$ cat src/logic/lirq_pkg.sv
// constants for the legacy interrupt routing block
package lirq_pkg;
  // ****************************************
  // register offsets (byte addresses)
  // ****************************************
  localparam logic [7:0] LIRQ_PCI_STEER_OFS = 8'h00;
  localparam logic [7:0] LIRQ_PNP_STEER_OFS = 8'h04;
  localparam logic [7:0] LIRQ_SYS_STEER_OFS = 8'h08;
  localparam logic [7:0] LIRQ_IDE_NATIVE_OFS = 8'h0c;
  localparam logic [7:0] LIRQ_PCI_EDGE_OFS = 8'h10;
  localparam logic [7:0] LIRQ_REQ12_SEL_OFS = 8'h14;
  localparam logic [7:0] LIRQ_APIC_CTRL_OFS = 8'h18;
  localparam logic [7:0] LIRQ_EDGE_LEVEL_OFS = 8'h1c;
  localparam logic [7:0] LIRQ_PNP_INV_OFS = 8'h20;
  localparam logic [7:0] LIRQ_STATUS_OFS = 8'h24;
  // ****************************************
  // field positions
  // ****************************************
  localparam int LIRQ_NATIVE_14_BIT = 8;
  localparam int LIRQ_NATIVE_15_BIT = 10;
  localparam int LIRQ_WDOG_EN_BIT = 3;
  localparam int LIRQ_DIVERT_BIT = 0;
  localparam int LIRQ_FIELD_W = 4;
  // ****************************************
  // reset values and constants
  // ****************************************
  localparam logic [15:0] LIRQ_WORD_RST = 16'h0000;
  localparam logic [1:0] LIRQ_REQ12_PIN_SEL = 2'b00;
  localparam logic [15:0] LIRQ_VALID_REQ_MASK = 16'hdefa;
  localparam logic [15:0] LIRQ_WDOG_REQ_MASK = 16'h0e00;
  localparam logic [3:0] LIRQ_REQ1 = 4'h1;
  localparam logic [3:0] LIRQ_REQ12 = 4'hc;
  localparam logic [3:0] LIRQ_REQ14 = 4'he;
  localparam logic [3:0] LIRQ_REQ15 = 4'hf;
endpackage : lirq_pkg

$ cat src/logic/lirq_routing.sv
// legacy interrupt routing: sources, steering fields and polarity into pic requests
`timescale 1ns/10ps
module lirq_routing
  import lirq_pkg::*;
(
  input wire logic core_clk_in,
  input wire logic rst_in,
  input wire logic [7:0] reg_addr_in,
  input wire logic [31:0] reg_wdata_in,
  input wire logic reg_wr_in,
  input wire logic reg_rd_in,
  output logic [31:0] reg_rdata_out,
  input wire logic [15:0] isa_irq_pin_in,
  input wire logic [15:0] serial_isa_slot_in,
  input wire logic pci_int_line_a_n_in,
  input wire logic pci_int_line_b_n_in,
  input wire logic pci_int_line_c_n_in,
  input wire logic pci_int_line_d_n_in,
  output logic pci_int_line_d_n_out,
  output logic pci_int_line_d_n_oe_out,
  input wire logic [3:0] serial_pci_slot_in,
  input wire logic [2:0] plugplay_int_pin_in,
  input wire logic sysint_in,
  input wire logic watchdog_style_interrupt_in,
  input wire logic kbd_request_pin_in,
  input wire logic mouse_request_pin_in,
  input wire logic usb_int_in,
  input wire logic ext_irq_en_in,
  input wire logic emul_enable_in,
  input wire logic emul_irq_en_in,
  input wire logic output_full_in,
  input wire logic aux_output_full_in,
  output logic kbd_emul_req_out,
  output logic mouse_emul_req_out,
  output logic [15:0] pic_req_n_out,
  output logic [15:0] edge_level_select_out
);

  // ****************************************
  // functions
  // ****************************************
  function automatic logic field_hit(input logic [3:0] field, input logic [3:0] req);
    field_hit = (field == req);
  endfunction : field_hit

  // ****************************************
  // configuration registers
  // ****************************************
  logic [15:0] pci_steering_word_q;
  logic [15:0] plugplay_steering_word_q;
  logic [3:0] sysint_steering_field_q;
  logic [15:0] ide_native_mode_bits_q;
  logic [3:0] pci_edge_select_bits_q;
  logic [1:0] req12_select_reg_q;
  logic [15:0] apic_control_reg_q;
  logic [15:0] edge_level_select_reg_q;
  logic [2:0] plugplay_invert_q;
  logic [31:0] rdata_q;
  logic [15:0] pic_req_n_d;

  always_ff @(posedge core_clk_in) begin
    if (rst_in) begin
      pci_steering_word_q <= LIRQ_WORD_RST;
      plugplay_steering_word_q <= LIRQ_WORD_RST;
      sysint_steering_field_q <= LIRQ_WORD_RST[3:0];
      ide_native_mode_bits_q <= LIRQ_WORD_RST;
      pci_edge_select_bits_q <= LIRQ_WORD_RST[3:0];
      req12_select_reg_q <= LIRQ_WORD_RST[1:0];
      apic_control_reg_q <= LIRQ_WORD_RST;
      edge_level_select_reg_q <= LIRQ_WORD_RST;
      plugplay_invert_q <= LIRQ_WORD_RST[2:0];
    end else if (reg_wr_in) begin
      case (reg_addr_in)
        LIRQ_PCI_STEER_OFS: pci_steering_word_q <= reg_wdata_in[15:0];
        LIRQ_PNP_STEER_OFS: plugplay_steering_word_q <= reg_wdata_in[15:0];
        LIRQ_SYS_STEER_OFS: sysint_steering_field_q <= reg_wdata_in[3:0];
        LIRQ_IDE_NATIVE_OFS: ide_native_mode_bits_q <= reg_wdata_in[15:0];
        LIRQ_PCI_EDGE_OFS: pci_edge_select_bits_q <= reg_wdata_in[3:0];
        LIRQ_REQ12_SEL_OFS: req12_select_reg_q <= reg_wdata_in[1:0];
        LIRQ_APIC_CTRL_OFS: apic_control_reg_q <= reg_wdata_in[15:0];
        LIRQ_EDGE_LEVEL_OFS: edge_level_select_reg_q <= reg_wdata_in[15:0];
        LIRQ_PNP_INV_OFS: plugplay_invert_q <= reg_wdata_in[2:0];
        default: ;
      endcase
    end
  end

  // ****************************************
  // read port
  // ****************************************
  // unmapped addresses read as zero
  always_ff @(posedge core_clk_in) begin
    if (rst_in) begin
      rdata_q <= 32'h0000_0000;
    end else if (reg_rd_in) begin
      case (reg_addr_in)
        LIRQ_PCI_STEER_OFS: rdata_q <= {16'h0000, pci_steering_word_q};
        LIRQ_PNP_STEER_OFS: rdata_q <= {16'h0000, plugplay_steering_word_q};
        LIRQ_SYS_STEER_OFS: rdata_q <= {28'h0000000, sysint_steering_field_q};
        LIRQ_IDE_NATIVE_OFS: rdata_q <= {16'h0000, ide_native_mode_bits_q};
        LIRQ_PCI_EDGE_OFS: rdata_q <= {28'h0000000, pci_edge_select_bits_q};
        LIRQ_REQ12_SEL_OFS: rdata_q <= {30'h0, req12_select_reg_q};
        LIRQ_APIC_CTRL_OFS: rdata_q <= {16'h0000, apic_control_reg_q};
        LIRQ_EDGE_LEVEL_OFS: rdata_q <= {16'h0000, edge_level_select_reg_q};
        LIRQ_PNP_INV_OFS: rdata_q <= {29'h0, plugplay_invert_q};
        LIRQ_STATUS_OFS: rdata_q <= {16'h0000, pic_req_n_d};
        default: rdata_q <= 32'h0000_0000;
      endcase
    end else begin
      rdata_q <= 32'h0000_0000;
    end
  end

  assign reg_rdata_out = rdata_q;
  // sensitivity travels with the requests to the pic
  assign edge_level_select_out = edge_level_select_reg_q;

  // ****************************************
  // usb drive of pci line d
  // ****************************************
  // open drain, low only while usb interrupt active
  assign pci_int_line_d_n_out = 1'b0;
  assign pci_int_line_d_n_oe_out = usb_int_in;

  // ****************************************
  // keyboard and mouse emulation
  // ****************************************
  logic kbd_comb;
  logic mouse_comb;
  logic usb_req1;
  logic usb_req12;

  assign kbd_comb = kbd_request_pin_in & serial_isa_slot_in[1];
  assign mouse_comb = mouse_request_pin_in & serial_isa_slot_in[12];
  assign kbd_emul_req_out = kbd_comb;
  assign mouse_emul_req_out = mouse_comb;
  assign usb_req1 = ext_irq_en_in ? (emul_enable_in & emul_irq_en_in & output_full_in & ~aux_output_full_in)
                                  : kbd_comb;
  assign usb_req12 = ext_irq_en_in ? (emul_enable_in & emul_irq_en_in & output_full_in & aux_output_full_in)
                                   : mouse_comb;

  // ****************************************
  // polarized pci lines
  // ****************************************
  logic [3:0] pci_pin_n;
  logic [3:0] pci_pol;
  logic native14;
  logic native15;

  assign pci_pin_n = {pci_int_line_d_n_in, pci_int_line_c_n_in, pci_int_line_b_n_in, pci_int_line_a_n_in};
  assign native14 = ide_native_mode_bits_q[LIRQ_NATIVE_14_BIT];
  assign native15 = ide_native_mode_bits_q[LIRQ_NATIVE_15_BIT];

  always_comb begin
    for (int l = 0; l < 4; l++) begin
      // edge follows pin, level asserts on low pin or slot
      pci_pol[l] = pci_edge_select_bits_q[l] ? pci_pin_n[l] : (~pci_pin_n[l] | serial_pci_slot_in[l]);
    end
    // native ide interrupts join line a in level mode
    if (!pci_edge_select_bits_q[0]) begin
      pci_pol[0] = pci_pol[0] | (native14 & isa_irq_pin_in[14]) | (native15 & isa_irq_pin_in[15]);
    end
  end

  // ****************************************
  // per-request routing
  // ****************************************
  logic [2:0] pnp_eff;
  logic sys_route_en;
  logic wdog_en;

  // inverter selected flips external polarity at the pic
  assign pnp_eff = plugplay_int_pin_in ^ plugplay_invert_q;
  // divert to apic blocks the legacy path
  assign sys_route_en = sysint_in & ~apic_control_reg_q[LIRQ_DIVERT_BIT];
  // enable bit gates the watchdog-style path
  assign wdog_en = watchdog_style_interrupt_in & plugplay_steering_word_q[LIRQ_WDOG_EN_BIT];

  // purely combinational from sources to requests
  always_comb begin
    logic [3:0] req;
    logic steered;
    logic pci_x;
    logic pnp_x;
    logic sys_x;
    logic wdog_x;
    logic isa_x;
    req = 4'h0;
    steered = 1'b0;
    pci_x = 1'b0;
    pnp_x = 1'b0;
    sys_x = 1'b0;
    wdog_x = 1'b0;
    isa_x = 1'b0;
    pic_req_n_d = 16'hffff;
    for (int x = 0; x < 16; x++) begin
      req = 4'(x);
      pci_x = (pci_pol[0] & field_hit(pci_steering_word_q[3:0], req))
            | (pci_pol[1] & field_hit(pci_steering_word_q[7:4], req))
            | (pci_pol[2] & field_hit(pci_steering_word_q[11:8], req))
            | (pci_pol[3] & field_hit(pci_steering_word_q[15:12], req));
      pnp_x = (pnp_eff[2] & field_hit(plugplay_steering_word_q[11:8], req))
            | (pnp_eff[1] & field_hit(plugplay_steering_word_q[7:4], req))
            | (pnp_eff[0] & field_hit(plugplay_steering_word_q[3:0], req));
      sys_x = sys_route_en & field_hit(sysint_steering_field_q, req);
      // only requests 9 to 11, matched on the low three bits
      wdog_x = wdog_en & LIRQ_WDOG_REQ_MASK[x] & (plugplay_steering_word_q[2:0] == req[2:0]);
      // any steering field on x suppresses the isa path
      steered = field_hit(pci_steering_word_q[3:0], req) | field_hit(pci_steering_word_q[7:4], req)
              | field_hit(pci_steering_word_q[11:8], req) | field_hit(pci_steering_word_q[15:12], req)
              | field_hit(plugplay_steering_word_q[11:8], req) | field_hit(plugplay_steering_word_q[7:4], req)
              | field_hit(plugplay_steering_word_q[3:0], req) | field_hit(sysint_steering_field_q, req);
      case (req)
        LIRQ_REQ1: isa_x = ~usb_req1 & ~steered;
        LIRQ_REQ12: isa_x = ~((req12_select_reg_q == LIRQ_REQ12_PIN_SEL) ? isa_irq_pin_in[12] : usb_req12)
                            & ~steered;
        // native mode removes isa paths 14 and 15
        LIRQ_REQ14: isa_x = ~(isa_irq_pin_in[14] & serial_isa_slot_in[14]) & ~steered & ~native14;
        LIRQ_REQ15: isa_x = ~(isa_irq_pin_in[15] & serial_isa_slot_in[15]) & ~steered & ~native15;
        default: isa_x = ~(isa_irq_pin_in[x] & serial_isa_slot_in[x]) & ~steered;
      endcase
      // only valid request numbers are routed
      // low while any source is asserted
      if (LIRQ_VALID_REQ_MASK[x]) begin
        pic_req_n_d[x] = ~(isa_x | pci_x | pnp_x | sys_x | wdog_x);
      end
    end
  end

  assign pic_req_n_out = pic_req_n_d;

endmodule : lirq_routing

$ cat config.mk
export PLATFORM = sky130hd
export DESIGN_NAME = lirq_routing
export DESIGN_NICKNAME = d
export VERILOG_FILES = /design/src/logic/lirq_pkg.sv /design/src/logic/lirq_routing.sv
export SDC_FILE = /design/constraint.sdc
export NUM_CORES = 1
export LEC_CHECK = 0
export ABC_AREA = 1
export BUFFER_PORTS_ARGS = -buffer_cell sky130_fd_sc_hd__buf_4
export CORE_MARGIN = 2
export CORE_UTILIZATION = 40
export CTS_CLUSTER_DIAMETER = 30
export DETAILED_ROUTE_END_ITERATION = 8
export GPL_TIMING_DRIVEN = 0
export PLACE_DENSITY = 0.58
export SETUP_SLACK_MARGIN = 0.4
export SLEW_MARGIN = 40
export SYNTH_ARGS = -nofsm -noshare
export SYNTH_HDL_FRONTEND = slang
export SYNTH_SLANG_ARGS = --single-unit
$ cat constraint.sdc
create_clock -name core_clk_in -period 1.45 [get_ports core_clk_in]
set_clock_uncertainty 0.05 [all_clocks]
set_input_delay 0.145 -clock core_clk_in [delete_from_list [all_inputs] [get_ports core_clk_in]]
set_output_delay 0.145 -clock core_clk_in [all_outputs]
set_load 0.01 [all_outputs]
==> results.txt <==
status: complete, but fails checks
failing checks: setup timing
hold path depth: 3
arrival time at the worst endpoint: 1750 ps
final setup vio count: 19
H-tree depth: 3
die span in x: 136 um
sequential share of power: 45.1%
drt drc: 0
GR Util met1: 43.1%
Core Region: 17200 um^2
share of post-route cells with drive strength above 1: 50.9%
Ant. Diodes: 0
hpwl dp: 23.4 mm
FF+latch area: 2320 um^2
drt wl/cell: 19.7 um
internal power: 0.00464 W
kind of critical path: register to output pin
commonest non-fill, non-tap cells in the layout: 227 x nand2_1, 176 x buf_4, 133 x nor2_1, 84 x inv_1, 64 x o21ai_2
Cell Pwr Density: 560 nW/um^2
Critical R2R Launch: plugplay_invert_q[1]
largest family of logic cells by synthesized area: simple AND/OR/NAND/NOR gates
Final period util: 134%
area of the multi-input gates: 5520 um^2
fin. max-slew vios: 0
DP Cell Count: 1527
Critical Path, Cell by Cell: nand2_1 -> nor2_1 -> nand2_1 -> nand2_1 -> nor2_2 -> nand2_2 -> nor2_4 -> and2_4 -> buf_4
xor and xnor fraction of the mapped netlist area: 0%
DR vias/cell: 5.41
M3 GR Usage: 5.78%
Worst EP required: 1250 ps
hold endpoint: plugplay_steering_word_q[12]
NetSw: 0.00190 W
Ports: 165
RSZ-0062 raised after global routing: true
Synth Area in Compound Gates: 17.5%
max_cap viols: 0
post-synthesis mux area share: 0%
Sw Ratio: 29.1%
worst stage delay on the critical path: 390 ps
CP top delay family: simple AND/OR/NAND/NOR gates
Syn-to-layout area delta: 68.0%
crit path launch type: register
Critical path origin: plugplay_steering_word_q[11]
Row Count: 48
clock network power share: 38.7%
Post-Synth Simple-Gate Area: 38.6%
CTS tree: built
synth unique cells: 32
Worst Min Path Start: reg_wdata_in[12]
flops & latches, synth: 109
Die Y: 136 um
PortBufs: 116
final WL: 32.3 mm
synth warn: 0
met2 global-route usage: 56.3%
Overall Global Routing Usage: 33.8%
clock buffer depth: 2
VDD IR max: 0.597 mV
DRC marker count from the first detailed-route iteration: 665
Syn Inst Count: 1167
Netlist Area Pre-Place: 6960 um^2
global routing's busiest layer: met2
worst-path maximum fanout: 7
Leak: 4.87 nW
worst reg2reg setup slack: -260 ps
largest net degree at the start of global routing: 22
Peak Freq: 0.514 GHz
post-route minimum period: 1950 ps
vias in the first global route: 8015
Final GP Congestion: 1.00
FILL cells: 1520
Initial DRT Pass Iterations: 5
CTS Hold Bufs: 0
CP dominant cell by count: nand2_1
adder-cell area share of the yosys netlist: 0%
Non-Filler Instances: 1638
antenna violations before repair: 0
final hold viol count: 0
Comb power frac: 16.2%
antenna violation net count after detailed routing: 0
GRT overflow: 0
commonest non-fill, non-tap cell in the layout: nand2_1
Final Core Density: 68.0%
nets@finish: 1505
Initial Util: 40.5%
slowest cell on the critical path: dfxtp_4
first-pass GRT wire length: 46.4 mm
Clock Tree Root: clkbuf_16
Crit. End Element: output pin
# clock sinks: 109
die area: 18500 um^2
Slew headroom: 48.8%
CTS Buf Count: 9
worst slew pin tran: 769 ps
clock latency on the worst-skew pair: 360 ps
DR vias: 8863
R2R cell count: 10
syn avg cell area: 5.96 um^2
Worst-path clk slew: 80 ps
Hold/Removal Path Class: input pin to register
Critical R2R Capture: reg_rdata_out[3]
CP bufs+invs: 1
post-synthesis sequential area ratio: 31.4%
worst setup margin: -495 ps
==> Yosys cell counts <==
cell type    n  area (um^2)
nor2_1     212          796
clkbuf_1    16         60.1
inv_1      130          488
nand4_1     13         81.3
buf_6        7         78.8
o21ai_2      4         35.0
dfxtp_1    109         2180
nor3b_1      1         7.51
nor2_4       8         90.1
nand2_1    302         1130
nand3_1     63          315
nand3b_1     4         30.0
and3_1       9         56.3
nand3_2      3         30.0
inv_2        4         15.0
o211ai_1    13         97.6
buf_2        9         45.0
conb_1       2         7.51
nand2_2      3         18.8
inv_4        1         6.26
o21bai_2     1         11.3
o22ai_1     12         75.1
nand3_4      1         17.5
and2_1       3         18.8
buf_4       23          173
a21oi_1     95          475
o21ai_0     86          430
a211oi_1     1         7.51
nor3_1      11         55.1
nor2_2       2         12.5
nand2_4      2         22.5
o21ai_1     17         85.1
==> kinds of logic (layout without fill, tap and decap cells) <==
group                  Yosys count  count (layout)
AO/OA/AOI/OAI                  229             229
other                            2              21
flip-flops                     109             109
buffers and inverters          190             417
AND/OR/NAND/NOR                637             637
==> registers in the layout, summed over array words and instances (netlist names) <==
name and cells:
pci_edge_select_bits_q 4, edge_level_select_out 16, sysint_steering_field_q 4, req12_select_reg_q 2
plugplay_steering_word_q 16, apic_control_reg_q 16, plugplay_invert_q 3, pci_steering_word_q 16
reg_rdata_out 16, ide_native_mode_bits_q 16
==> metal layers <==
layer | vias up | share of wire [%]
met1 | 4131 | 41
met4 | 0 | 4.7
met2 | 426 | 47
li1 | 4218 | -
met5 | - | 0
met3 | 88 | 7.2
==> worst max-delay path by stage <==
stage / cells after the start / slack (ps) / end
2_1_floorplan: 8 / 190 / pic_req_n_out[5]
3_3_place_gp: 9 / -420 / pic_req_n_out[12]
3_5_place_dp: 9 / -390 / pic_req_n_out[14]
4_1_cts: 8 / -450 / pic_req_n_out[5]
5_1_grt: 8 / -490 / pic_req_n_out[12]
6_report: 9 / -500 / pic_req_n_out[12]
==> through the flow <==
step | area [um^2] | power (W) | worst slack [ps] | setup TNS (ps) | hold WS [ps]
2_1_floorplan | 7350 | 0.00345 | 186 | 0 | 230
3_3_place_gp | 8500 | 0.00381 | -422 | -13380 | 380
3_5_place_dp | 8500 | 0.00382 | -395 | -13120 | 389
4_1_cts | 10600 | 0.00645 | -452 | -6040 | 11.0
5_1_grt | 11700 | 0.00673 | -495 | -7300 | 61.4
6_report | 11700 | 0.00655 | -495 | -6260 | 38.5
==> repair_timing <==
item,4_1_cts,5_1_grt
endpoints found under the setup margin,101,127
endpoints found under the hold margin,0,0
resized for setup,335,264
gates cloned,10,3
setup buffers,63,19
pin swaps,91,90
==> power groups by stage <==
stage / sequential [W] / combinational, W / clock, W
2_1_floorplan: 0.00307 / 0.000377 / 0
3_3_place_gp: 0.00307 / 0.000742 / 0
3_5_place_dp: 0.00307 / 0.000744 / 0
4_1_cts: 0.00297 / 0.000928 / 0.00255
5_1_grt: 0.00295 / 0.00112 / 0.00265
6_report: 0.00295 / 0.00106 / 0.00253
==> tightest hold or removal path, stage by stage <==
cell and delay (ps):
buf_4 150, nor2_4 50, nor2_1 70
==> area by class of cell <==
| cell class | count | area share (%) |
|---|---|---|
| inverter | 135 | 5.50 |
| buffer | 55 | 4.65 |
| sequential | 109 | 19.8 |
| multi-input combinational | 887 | 47.2 |
| tap | 225 | 2.41 |
| timing repair buffer | 211 | 17.7 |
| clock buffer | 9 | 1.93 |
| clock inverter | 7 | 0.717 |
(Power assumes the default switching activity.)
